## src/iptu_map.svh

```systemverilog
// register offsets, control bit positions, reset values and counts
// assumes inclusion by the top and timer modules and by the bench
`ifndef IPTU_MAP_SVH
`define IPTU_MAP_SVH

`define IPTU_OFF_PA_DATA 4'h0
`define IPTU_OFF_PB_DATA 4'h1
`define IPTU_OFF_PA_DIR 4'h2
`define IPTU_OFF_PB_DIR 4'h3
`define IPTU_OFF_TA_LO 4'h4
`define IPTU_OFF_TA_HI 4'h5
`define IPTU_OFF_TB_LO 4'h6
`define IPTU_OFF_TB_HI 4'h7
`define IPTU_OFF_TA_CTRL 4'he
`define IPTU_OFF_TB_CTRL 4'hf

`define IPTU_RST_BYTE 8'h00
`define IPTU_RST_WORD 16'h0000

`define IPTU_BIT_START 0
`define IPTU_BIT_PORTOUT 1
`define IPTU_BIT_TOGGLE 2
`define IPTU_BIT_ONESHOT 3
`define IPTU_BIT_FLOAD 4
`define IPTU_BIT_SRC_LO 5
`define IPTU_BIT_SRC_HI 6
`define IPTU_BIT_TA_PIN 6
`define IPTU_BIT_TB_PIN 7

// force-load is a strobe and is never stored
`define IPTU_CTRL_WMASK 8'hef
// handshake delay stages; the strobe goes low one cycle after these, on the third cycle after a port b access
`define IPTU_HS_STAGES 2

`endif

```

## src/iptu_pkg.sv

```systemverilog
// types shared by the io port and interval timer unit
// assumes iptu_map.svh for numeric constants
package iptu_pkg;
	typedef enum logic [1:0]
	{
		IPTU_SRC_PHI2 = 2'b00,
		IPTU_SRC_PIN = 2'b01,
		IPTU_SRC_TA = 2'b10,
		IPTU_SRC_TA_GATED = 2'b11
	} iptu_bsrc_t;
	typedef enum logic
	{
		IPTU_ASRC_PHI2 = 1'b0,
		IPTU_ASRC_PIN = 1'b1
	} iptu_asrc_t;
endpackage

```

## src/iptu_top.sv

```systemverilog
// io port and interval timer unit: two 8-bit ports, handshake,
// edge flag input and two 16-bit interval timers
// assumes a synchronous processor strobe and pins sampled on clk
`timescale 1ns/1ps
`include "iptu_map.svh"

// Functional notes
// - four select lines pick one of sixteen offsets, ten of them byte registers
// - direction bit one drives the port pin, zero leaves it input
// - port data reads return the pin levels in any direction
// - handshake strobe goes low on third cycle after port b access
// - each falling edge on the edge input sets the edge flag
// - writes go to the timer latch, reads return the counter
// - control bit 0 starts or stops the timer at any write
// - control bit 1 puts timer output on port b bit 6 or 7
// - control bit 2 picks toggle or one-cycle pulse per underflow
// - toggle output goes high on start and low on reset
// - one-shot mode counts down, flags, reloads and stops
// - continuous mode counts down, flags, reloads and repeats
// - one-shot high byte write loads counter and starts timer
// - force-load strobe copies latch to counter at once
// - timer a bit 5 picks system clock or count pin pulses
// - timer b bits 6:5 pick one of four decrement sources
// - reload on underflow, force load, or high write when stopped or in one-shot mode
// - high byte write while running in continuous mode only updates the latch
// - underflow is a decrement past zero and drives all effects
module iptu_top
	import iptu_pkg::*;
(
	input wire logic clk,
	input wire logic resetn,
	input wire logic [3:0] reg_select,
	input wire logic bus_cs,
	input wire logic bus_we,
	input wire logic [7:0] bus_wdata,
	output logic [7:0] bus_rdata,
	input wire logic [7:0] port_a_in,
	output logic [7:0] port_a_out,
	output logic [7:0] port_a_oe,
	input wire logic [7:0] port_b_in,
	output logic [7:0] port_b_out,
	output logic [7:0] port_b_oe,
	output logic handshake_strobe_out_n,
	input wire logic edge_detect_n,
	output logic edge_flag,
	input wire logic edge_flag_clear,
	input wire logic external_count_pin,
	output logic timer_a_underflow,
	output logic timer_b_underflow
);

	////////////////////////////////////////////////////////////////////

	function automatic logic hit(input logic [3:0] sel,
		input logic [3:0] off);
		hit = (sel == off);
	endfunction

	function automatic logic [7:0] port_mix(input logic [7:0] base,
		input logic en_a, input logic lvl_a,
		input logic en_b, input logic lvl_b);
		logic [7:0] v;
		v = base;
		if (en_a)
			v[`IPTU_BIT_TA_PIN] = lvl_a;
		if (en_b)
			v[`IPTU_BIT_TB_PIN] = lvl_b;
		port_mix = v;
	endfunction

	////////////////////////////////////////////////////////////////////

	logic wr;
	logic rd;
	logic pb_access;
	logic [7:0] pa_data_r;
	logic [7:0] pb_data_r;
	logic [7:0] pa_dir_r;
	logic [7:0] pb_dir_r;
	logic [7:0] port_b_out_r;
	logic [7:0] port_b_oe_r;
	logic [7:0] rdata_r;
	logic [7:0] rdata_nxt;
	logic [`IPTU_HS_STAGES-1:0] hs_pipe_r;
	logic hs_n_r;
	logic edge_prev_r;
	logic edge_flag_r;
	logic edge_fall;
	logic cnt_prev_r;
	logic cnt_rise;
	logic tick_a;
	logic tick_b;
	logic [15:0] count_a;
	logic [15:0] count_b;
	logic [7:0] ctrl_a;
	logic [7:0] ctrl_b;
	logic uf_a;
	logic uf_b;
	logic lvl_a;
	logic lvl_b;
	iptu_asrc_t src_a;
	iptu_bsrc_t src_b;

	assign wr = bus_cs && bus_we;
	assign rd = bus_cs && !bus_we;
	assign pb_access = bus_cs && hit(reg_select, `IPTU_OFF_PB_DATA);

	////////////////////////////////////////////////////////////////////
	// port data and direction registers

	always_ff @(posedge clk or negedge resetn)
		if (!resetn)
		begin
			pa_data_r <= `IPTU_RST_BYTE;
			pb_data_r <= `IPTU_RST_BYTE;
			pa_dir_r <= `IPTU_RST_BYTE;
			pb_dir_r <= `IPTU_RST_BYTE;
		end
		else if (wr)
		begin
			if (hit(reg_select, `IPTU_OFF_PA_DATA))
				pa_data_r <= bus_wdata;
			if (hit(reg_select, `IPTU_OFF_PB_DATA))
				pb_data_r <= bus_wdata;
			if (hit(reg_select, `IPTU_OFF_PA_DIR))
				pa_dir_r <= bus_wdata;
			if (hit(reg_select, `IPTU_OFF_PB_DIR))
				pb_dir_r <= bus_wdata;
		end

	always_ff @(posedge clk or negedge resetn)
		if (!resetn)
		begin
			port_b_out_r <= `IPTU_RST_BYTE;
			port_b_oe_r <= `IPTU_RST_BYTE;
		end
		else
		begin
			port_b_out_r <= port_mix(pb_data_r,
				ctrl_a[`IPTU_BIT_PORTOUT], lvl_a,
				ctrl_b[`IPTU_BIT_PORTOUT], lvl_b);
			port_b_oe_r <= port_mix(pb_dir_r,
				ctrl_a[`IPTU_BIT_PORTOUT], 1'b1,
				ctrl_b[`IPTU_BIT_PORTOUT], 1'b1);
		end

	// direction bit drives the output enable
	assign port_a_out = pa_data_r;
	assign port_a_oe = pa_dir_r;
	assign port_b_out = port_b_out_r;
	assign port_b_oe = port_b_oe_r;

	////////////////////////////////////////////////////////////////////
	// register read path

	// sixteen-way decode; unused offsets read zero
	always_comb
	begin
		rdata_nxt = `IPTU_RST_BYTE;
		unique case (reg_select)
			`IPTU_OFF_PA_DATA: rdata_nxt = port_a_in;
			`IPTU_OFF_PB_DATA: rdata_nxt = port_b_in;
			`IPTU_OFF_PA_DIR: rdata_nxt = pa_dir_r;
			`IPTU_OFF_PB_DIR: rdata_nxt = pb_dir_r;
			`IPTU_OFF_TA_LO: rdata_nxt = count_a[7:0];
			`IPTU_OFF_TA_HI: rdata_nxt = count_a[15:8];
			`IPTU_OFF_TB_LO: rdata_nxt = count_b[7:0];
			`IPTU_OFF_TB_HI: rdata_nxt = count_b[15:8];
			`IPTU_OFF_TA_CTRL: rdata_nxt = ctrl_a;
			`IPTU_OFF_TB_CTRL: rdata_nxt = ctrl_b;
			default: rdata_nxt = `IPTU_RST_BYTE;
		endcase
	end

	always_ff @(posedge clk or negedge resetn)
		if (!resetn)
			rdata_r <= `IPTU_RST_BYTE;
		else if (rd)
			rdata_r <= rdata_nxt;

	assign bus_rdata = rdata_r;

	////////////////////////////////////////////////////////////////////
	// port b handshake strobe

	// delay line from the port b access
	always_ff @(posedge clk or negedge resetn)
		if (!resetn)
			hs_pipe_r <= '0;
		else
			hs_pipe_r <= {hs_pipe_r[`IPTU_HS_STAGES-2:0], pb_access};

	// low for one cycle per access
	always_ff @(posedge clk or negedge resetn)
		if (!resetn)
			hs_n_r <= 1'b1;
		else
			hs_n_r <= !hs_pipe_r[`IPTU_HS_STAGES-1];

	assign handshake_strobe_out_n = hs_n_r;

	////////////////////////////////////////////////////////////////////
	// edge flag input and count pin

	assign edge_fall = edge_prev_r && !edge_detect_n;
	assign cnt_rise = external_count_pin && !cnt_prev_r;

	always_ff @(posedge clk or negedge resetn)
		if (!resetn)
		begin
			edge_prev_r <= 1'b1;
			cnt_prev_r <= 1'b0;
		end
		else
		begin
			edge_prev_r <= edge_detect_n;
			cnt_prev_r <= external_count_pin;
		end

	// a new fall wins over a clear
	always_ff @(posedge clk or negedge resetn)
		if (!resetn)
			edge_flag_r <= 1'b0;
		else
			edge_flag_r <= edge_fall || (edge_flag_r && !edge_flag_clear);

	assign edge_flag = edge_flag_r;

	////////////////////////////////////////////////////////////////////
	// timer clock sources

	assign src_a = iptu_asrc_t'(ctrl_a[`IPTU_BIT_SRC_LO]);
	assign src_b = iptu_bsrc_t'(ctrl_b[`IPTU_BIT_SRC_HI:`IPTU_BIT_SRC_LO]);

	always_comb
	begin
		tick_a = 1'b1;
		unique case (src_a)
			IPTU_ASRC_PHI2: tick_a = 1'b1;
			IPTU_ASRC_PIN: tick_a = cnt_rise;
		endcase
	end

	always_comb
	begin
		tick_b = 1'b1;
		unique case (src_b)
			IPTU_SRC_PHI2: tick_b = 1'b1;
			IPTU_SRC_PIN: tick_b = cnt_rise;
			IPTU_SRC_TA: tick_b = uf_a;
			IPTU_SRC_TA_GATED: tick_b = uf_a && external_count_pin;
		endcase
	end

	////////////////////////////////////////////////////////////////////
	// the two timers

	// start bit written through the control write
	iptu_timer u_timer_a (
		.clk(clk),
		.resetn(resetn),
		.tick(tick_a),
		.wr_lo(wr && hit(reg_select, `IPTU_OFF_TA_LO)),
		.wr_hi(wr && hit(reg_select, `IPTU_OFF_TA_HI)),
		.wr_ctrl(wr && hit(reg_select, `IPTU_OFF_TA_CTRL)),
		.wdata(bus_wdata),
		.count(count_a),
		.ctrl(ctrl_a),
		.uf(uf_a),
		.port_level(lvl_a)
	);

	iptu_timer u_timer_b (
		.clk(clk),
		.resetn(resetn),
		.tick(tick_b),
		.wr_lo(wr && hit(reg_select, `IPTU_OFF_TB_LO)),
		.wr_hi(wr && hit(reg_select, `IPTU_OFF_TB_HI)),
		.wr_ctrl(wr && hit(reg_select, `IPTU_OFF_TB_CTRL)),
		.wdata(bus_wdata),
		.count(count_b),
		.ctrl(ctrl_b),
		.uf(uf_b),
		.port_level(lvl_b)
	);

	assign timer_a_underflow = uf_a;
	assign timer_b_underflow = uf_b;
endmodule

```

## src/iptu_timer.sv

```systemverilog
// one 16-bit interval timer: latch, down-counter, control, port output
// assumes tick is a one-cycle decrement enable from the parent
`timescale 1ns/1ps
`include "iptu_map.svh"

module iptu_timer
	import iptu_pkg::*;
(
	input wire logic clk,
	input wire logic resetn,
	input wire logic tick,
	input wire logic wr_lo,
	input wire logic wr_hi,
	input wire logic wr_ctrl,
	input wire logic [7:0] wdata,
	output logic [15:0] count,
	output logic [7:0] ctrl,
	output logic uf,
	output logic port_level
);
	logic [15:0] latch_r;
	logic [15:0] count_r;
	logic [15:0] latch_nxt;
	logic [7:0] ctrl_r;
	logic tog_r;
	logic pulse_r;
	logic uf_r;
	logic running;
	logic oneshot;
	logic uf_now;
	logic hi_os;
	logic start_rise;
	logic load;

	assign running = ctrl_r[`IPTU_BIT_START];
	assign oneshot = ctrl_r[`IPTU_BIT_ONESHOT];
	assign latch_nxt = {wr_hi ? wdata : latch_r[15:8],
		wr_lo ? wdata : latch_r[7:0]};
	// underflow: decrement requested while the counter holds zero
	assign uf_now = running && tick && (count_r == 16'h0000);
	assign hi_os = wr_hi && oneshot;
	assign start_rise = !running &&
		((wr_ctrl && wdata[`IPTU_BIT_START]) || hi_os);
	assign load = uf_now || (wr_ctrl && wdata[`IPTU_BIT_FLOAD]) ||
		(wr_hi && (!running || oneshot));

	always_ff @(posedge clk or negedge resetn)
		if (!resetn)
			latch_r <= `IPTU_RST_WORD;
		else
			latch_r <= latch_nxt;

	always_ff @(posedge clk or negedge resetn)
		if (!resetn)
			count_r <= `IPTU_RST_WORD;
		else if (load)
			count_r <= latch_nxt;
		else if (running && tick)
			count_r <= count_r - 16'h0001;

	always_ff @(posedge clk or negedge resetn)
		if (!resetn)
			ctrl_r <= `IPTU_RST_BYTE;
		else if (wr_ctrl)
			ctrl_r <= wdata & `IPTU_CTRL_WMASK;
		else if (hi_os)
			ctrl_r[`IPTU_BIT_START] <= 1'b1;
		else if (uf_now && oneshot)
			ctrl_r[`IPTU_BIT_START] <= 1'b0;

	// toggle set on start, cleared by reset
	always_ff @(posedge clk or negedge resetn)
		if (!resetn)
			tog_r <= 1'b0;
		else if (start_rise)
			tog_r <= 1'b1;
		else if (uf_now)
			tog_r <= !tog_r;

	always_ff @(posedge clk or negedge resetn)
		if (!resetn)
		begin
			pulse_r <= 1'b0;
			uf_r <= 1'b0;
		end
		else
		begin
			pulse_r <= uf_now;
			uf_r <= uf_now;
		end

	assign count = count_r;
	assign ctrl = ctrl_r;
	assign uf = uf_r;
	assign port_level = ctrl_r[`IPTU_BIT_TOGGLE] ? tog_r : pulse_r;
endmodule

```

## config.mk

```make
export PLATFORM = sky130hd
export DESIGN_NAME = iptu_top
export DESIGN_NICKNAME = d
export VERILOG_FILES = /design/src/iptu_pkg.sv /design/src/iptu_top.sv /design/src/iptu_timer.sv
export VERILOG_INCLUDE_DIRS = /design/src
export SDC_FILE = /design/constraint.sdc
export NUM_CORES = 1
export LEC_CHECK = 0
export BUFFER_PORTS_ARGS = -buffer_cell sky130_fd_sc_hd__buf_2
export CAP_MARGIN = 15
export CORE_ASPECT_RATIO = 1.75
export CORE_MARGIN = 2
export CORE_UTILIZATION = 53
export DETAILED_ROUTE_END_ITERATION = 7
export HOLD_SLACK_MARGIN = 0.15
export PLACE_DENSITY = 0.82
export SLEW_MARGIN = 20
export SYNTH_ARGS = -nofsm -noshare
export SYNTH_HDL_FRONTEND = slang
export SYNTH_SLANG_ARGS = --single-unit
export TNS_END_PERCENT = 100
```

## constraint.sdc

```tcl
create_clock -name clk -period 2.2 [get_ports clk]
set_input_delay 0.22 -clock clk [delete_from_list [all_inputs] [get_ports clk]]
set_output_delay 0.22 -clock clk [all_outputs]
set_load 0.01 [all_outputs]
```

After elaboration in Yosys (flattened, before gate mapping):

Cells that the tools add are included.

* memories kept: 0
* flip-flop bits (word level): 144
* output and inout bits: 44
* bits in read-only memories: 0
* RAM bits: 0
* logic and storage cells: 127
* latch bits: 0

* div/mod/pow operators: 0
* equality and inequality tests: 12
* bitwise operators: 1
* multiply operators: 0
* add/subtract/negate cells: 2
* multiplexer cells: 27
* reductions and logical operators: 61
* $lt $le $gt $ge: 0
* shifts and indexed selects: 0

Operators by type and width (number)
* 8-bit case mux with 10 select lines: 1
* 16-bit two-way mux: 4
* 16-bit zero test: 2
* 8-bit two-way mux: 4
* 16-bit by 1-bit subtractor with 16-bit output (second input constant): 2
* 1-bit logical AND: 29
* 4-bit by 3-bit == test with 1-bit output (second input constant): 4
* 1-bit two-way mux: 16
* 1-bit zero test: 9
* 1-bit logical OR: 9
* 4-bit by 2-bit == test with 1-bit output (second input constant): 2
* 4-bit == test (second input constant): 2
* 2-bit AND reduction: 4
* 2-bit nonzero test: 4
* 3-bit nonzero test: 2
* 2-bit == test (second input constant): 2
* 4-bit by 1-bit == test with 1-bit output (second input constant): 1
* 4-bit zero test: 1
* 1-bit case mux with 4 select lines: 1
* 2-bit by 1-bit == test with 1-bit output (second input constant): 1
* 2-bit zero test: 1
* 1-bit case mux with 2 select lines: 1
* 1-bit NOT: 1

Longest topological paths before layout:

* depth in word-level cells: 9
* mapped depth: 8
* mapped depth without buffers: 7

Hierarchy:

From an unflattened synthesis, not the netlist that was laid out.

* cells, all modules: 575
* area, all modules: 7176.9 um^2

By module, submodules not included
* iptu_timer: times used 2, cells an instance 162, area an instance 2097.0 um^2
* iptu_top: times used 1, cells an instance 251, area an instance 2982.9 um^2

Least setup slack after synthesis:

No wires, ideal clock.

* path kind: register to register
* start point: register u_timer_b.count_r[10], in the netlist u_timer_b.count[10]
* end point: register u_timer_b.count_r[10], in the netlist u_timer_b.count[10]
* library setup time: 0.144 ns
* slack: -0.241 ns
* data arrival time: 2.298 ns
* period minus slack after synthesis: 2.441 ns
* cell stages (with the launch flop): 8
* required time: 2.056 ns
* cell sequence: dfrtp_1 > or4_4 > or3_4 > or4_1 > buf_2 > buf_6 > a31oi_1 > o221ai_1

* cells in the longest elaborated chain, start to end: 5

RTL lines
* from (decl): line iptu_timer.sv:22 `logic [15:0] count_r;`
* from (signal assigned): line iptu_timer.sv:55 `` count_r <= `IPTU_RST_WORD; ``
* from (signal assigned): line iptu_timer.sv:57 `count_r <= latch_nxt;`
* from (signal assigned): line iptu_timer.sv:59 `count_r <= count_r - 16'h0001;`
* branches (longest 5 deep; another with 16-bit by 1-bit subtractor with 16-bit output)

Parallel ways; which one is timed is not known. The select of a mux whose other input is x is not followed.
A chain may end at the register's enable or synchronous reset.

Worst setup path in the final report:

* start point: register u_timer_b.count_r[11], in the netlist u_timer_b.count[11]
* end point: register u_timer_b.count_r[5], in the netlist u_timer_b.count[5]

* cells in the longest elaborated chain, start to end: 5

RTL lines
* 16-bit zero test (*): line iptu_timer.sv:40 `assign uf_now = running && tick && (count_r == 16'h0000);`
* 1-bit logical AND (*): line iptu_timer.sv:40
* 1-bit logical OR (*) (2 in series): line iptu_timer.sv:44 `` assign load = uf_now || (wr_ctrl && wdata[`IPTU_BIT_FLOAD]) || ``
* 16-bit two-way mux or 2-bit nonzero test (tied branches)

Mark *: on every way between the ends. The rest lies on a longest branch, timed or not.

==> summary.md <==
| Metric | Value |
|---|---|
| First-pass GRT wire length | 33.29 mm |
| Port bufs | slightly below 80 |
| I/O pins | 79 |
| Slew at the pin with the worst max-slew slack | around 0.64 ns |
| Internal | around 6.3 mW |
| Residual DRC count | 0 |
| Cell area after placement | between 8000 and 9000 um^2 |
| Initial antenna violation count | 0 |
| Slack of the critical path | -0.2688 ns |
| Clock Latency Late Sink | roughly 0.42 ns |
| Crit path cell chain | or4_4 -> or3_4 -> buf_4 -> or4_4 -> nand4_1 -> o221ai_1 |
| Synth Instances | around 610 |
| Clk_skew | between 0.01 and 0.015 ns |
| Synth Flop Type | dfrtp_1 |
| Crit path max-delay family | simple AND/OR/NAND/NOR gates |
| Post-synth ARST share | 100.0% |
| Combinational share of power | between 30% and 40% |
| Post-route ant nets | 0 |
| Data arrival, critical path | 2.73 ns |
| CTS Root Cell | clkbuf_16 |
| Total power | 9.413 mW |
| Setup-failing EPs final | 36 |
| Total of max-cap violations | 0 |
| Final Cycle Share | 112.2% |
| Crit-path max FO | 6 |
| Clock network power share | a little over 30% |
| RSZ-0062 raised after global routing | yes |
| Status | finished with violations |
| P_sw | approximately 3.1 mW |
| Max Root-Sink Buffers | 2 |
| Die ar. | between 10000 and 15000 um^2 |
| Largest net degree at the start of global routing | 69 |
| Setup TNS | -7.417 ns |
| Crit-path max cell delay | 0.58 ns |
| Area delta synth->final | 26.46% |
| Net Sw Frac | 32.73% |
| Area of the mapped netlist | between 7000 and 8000 um^2 |
| RePlAce Congestion | 0.9676 |
| Wirelength per Cell | 22.75 um |
| Clock Sinks | ~140 |
| Sequential Power Share | between 30 and 40% |
| TritonCTS clock tree | yes |
| CP Class | reg -> reg |
| Cts bufs inserted | 17 |
| Dpl cells | a little under 900 |
| Share of cells above drive strength 1 | roughly two fifths |
| Design area | between 8000 and 9000 um^2 |
| Number of flops mapped to enable cells by yosys | 0 |
| Row cnt | 55 |
| Via-to-Cell Ratio | 6.277 |
| Final min period | approximately 2.5 ns |
| Worst path buffer plus inverter count | 1 |
| WP data required | approximately 2.5 ns |
| Mapped Nets | 652 |
| Pre-CTS setup slack | -0.2882 ns |
| Vias | 5888 |
| Cell Pwr Density | between 1000 and 1500 nW/um^2 |
| Final hold vios | 0 |
| Number of synthesized register bits | 144 |
| Worst hold slack | a little under 0.2 ns |
| GRT overflow | 0 |
| FMAX | between 0.4 and 0.5 GHz |
| Worst setup EP type | flop |
| Max Transition Viols Final | 0 |
| H-tree depth | 4 |
| Synth Warn # | 0 |
| Leakage | between 4 and 5 nW |
| Nets@finish | 793 |
| DP Wirelength | roughly 15 mm |
| Die Y | 156.7 um |
| Starting DRT DRC Count | about 480 |
| 1st-pass router iterations | 5 |
| Post-Route WL | 21.34 mm |
| Core area | 13010 um^2 |
| Final core utilization | approximately two thirds |
| Vias in the first global route | ~6.2k |
| Clk slew on worst S/H paths | ~0.070 ns |
| Finished Layout Cells | between 900 and 1k |
| Inserted Diodes | 0 |
| Hold crit path type | in -> async |
| VDD IR max | 0.5684 mV |
| Max-slew headroom | 57.28% |
| Avg Inst Size Synth | 11.52 um^2 |
| Failing checks | setup timing |
| Most used cell, CP | or4_4 |
| Critical-path top delay cell | or4_4 |
| Total Routing Usage GR | a little under a third |
| Register area share after synthesis | ~51% |
| Starting Density | around 54% |
| Die width | 91.24 um |
| Yosys cell types | 64 |
| Critical Path Source Type | flop |
layout by cell type (no fill, tap or decap), drive strengths merged, types with 16 or more instances in the layout:
cell type / count
nor4: 30
mux2: 93
dfrtp: 142
inv: 25
buf: 149
o21ai: 16
nor2: 41
nand2: 33
clkbuf: 19
a21oi: 20
path summary, 6_finish.rpt:
path	slack, ns	to	depth (start not counted)	start
setup / recovery	-0.27	u_timer_b.count[5]	6	u_timer_b.count[11]
hold / removal	0.20	u_timer_a.latch_r[9]	2	resetn
setup reg to reg	-0.27	u_timer_b.count[5]	6	u_timer_b.count[11]
hold reg to reg	0.36	handshake_strobe_out_n	1	hs_pipe_r[1]
max in group asynchronous	1.37	u_timer_b.ctrl[0]	3	resetn
min in group clk	0.24	u_timer_b.ctrl[6]	3	bus_wdata[6]
state kept, by name (all words and copies together), names as in the netlist, 8 cells and up:
name               flops
pb_dir_r               8
u_timer_b.latch_r     16
port_a_oe              8
u_timer_b.count       16
u_timer_a.latch_r     16
pb_data_r              8
u_timer_a.count       16
port_a_out             8
bus_rdata              8
port_b_oe              8
port_b_out             8
cells by family (layout without fill, tap and decap cells):
| family | Yosys count | count (layout) | synth area share [%] |
|---|---|---|---|
| muxes | 110 | 110 | 18.66 |
| adders and majority gates | 4 | 4 | 0.7090 |
| xor gates and xnor gates | 16 | 16 | 1.985 |
| and+or+nand+nor | 183 | 186 | 14.41 |
| AOI/OAI and AO/OA | 99 | 99 | 9.713 |
| buffers and inverters | 57 | 208 | 3.438 |
| DFF | 144 | 144 | 51.08 |
Yosys cell counts (3+ instances only):
master / count / area [um^2]
a21oi_1: 20 / 100.1
a221oi_1: 3 / 26.28
a22oi_1: 7 / 52.55
a311oi_1: 3 / 26.28
a31oi_1: 7 / 43.79
a32oi_1: 3 / 26.28
and3_1: 3 / 18.77
buf_1: 13 / 48.80
buf_2: 4 / 20.02
buf_6: 3 / 33.78
clkbuf_1: 15 / 56.30
dfrtp_1: 142 / 3553
ha_1: 4 / 50.05
inv_1: 21 / 78.83
mux2_2: 84 / 945.9
mux2_4: 9 / 135.1
mux2i_1: 12 / 120.1
mux4_2: 4 / 90.09
nand2_1: 33 / 123.9
nand2b_1: 7 / 43.79
nand3_1: 12 / 60.06
nand4_1: 9 / 56.30
nand4b_1: 3 / 26.28
nor2_1: 41 / 153.9
nor2b_1: 7 / 43.79
nor3_1: 13 / 65.06
nor3b_1: 3 / 22.52
nor4_1: 27 / 168.9
o2111ai_1: 4 / 35.03
o211ai_1: 7 / 52.55
o21a_1: 3 / 22.52
o21ai_0: 12 / 60.06
o21ai_1: 4 / 20.02
o221ai_1: 7 / 61.31
o22ai_1: 4 / 25.02
or2_2: 3 / 18.77
or3_1: 5 / 31.28
or4_1: 5 / 37.54
xnor2_1: 3 / 26.28
xor2_1: 13 / 113.9
per-layer routing:
metal,up-vias,GRT usage [%],wire (um)
met5,-,0,0
met4,0,19.55,1414
met3,94,5.537,1163
met2,293,53.65,11050
met1,2921,33.79,7718
li1,2580,-,-
power groups by stage:
stage | sequential, mW | combinational [mW] | clock [mW]
floorplan | 3.73 | 1.43 | 0
global placement | 3.70 | 2.54 | 0
detailed placement | 3.72 | 2.61 | 0
CTS | 3.69 | 2.72 | 2.89
global route | 3.75 | 3.02 | 3.02
finish | 3.71 | 2.83 | 2.88
area by class of cell:
class	count	area (um^2)
clock buffers	18	439.2
repair buffers	155	1055
clock inverters	14	153.9
well taps	171	214.0
fillers	920	4079
flip-flops and latches	144	3606
inverters	21	78.83
multi-input cells	415	3381
repair_timing:
action                     CTS  global route
hold endpoints to repair   146             0
gates resized for setup     19            15
setup endpoints to repair   33            36
buffers inserted             7             1
hold buffers                 5             0
gates cloned                 5             0
pin swaps                   19             7
worst reg2reg max path: cells and delay by family (launching register included):
family	cells	cell delay [ns]
buffers and inverters	1	0.17
AND/OR/NAND/NOR	4	1.62
AO/OA/AOI/OAI	1	0.12
flip-flops	1	0.40
No activity file was read; power rests on OpenSTA's default activity.
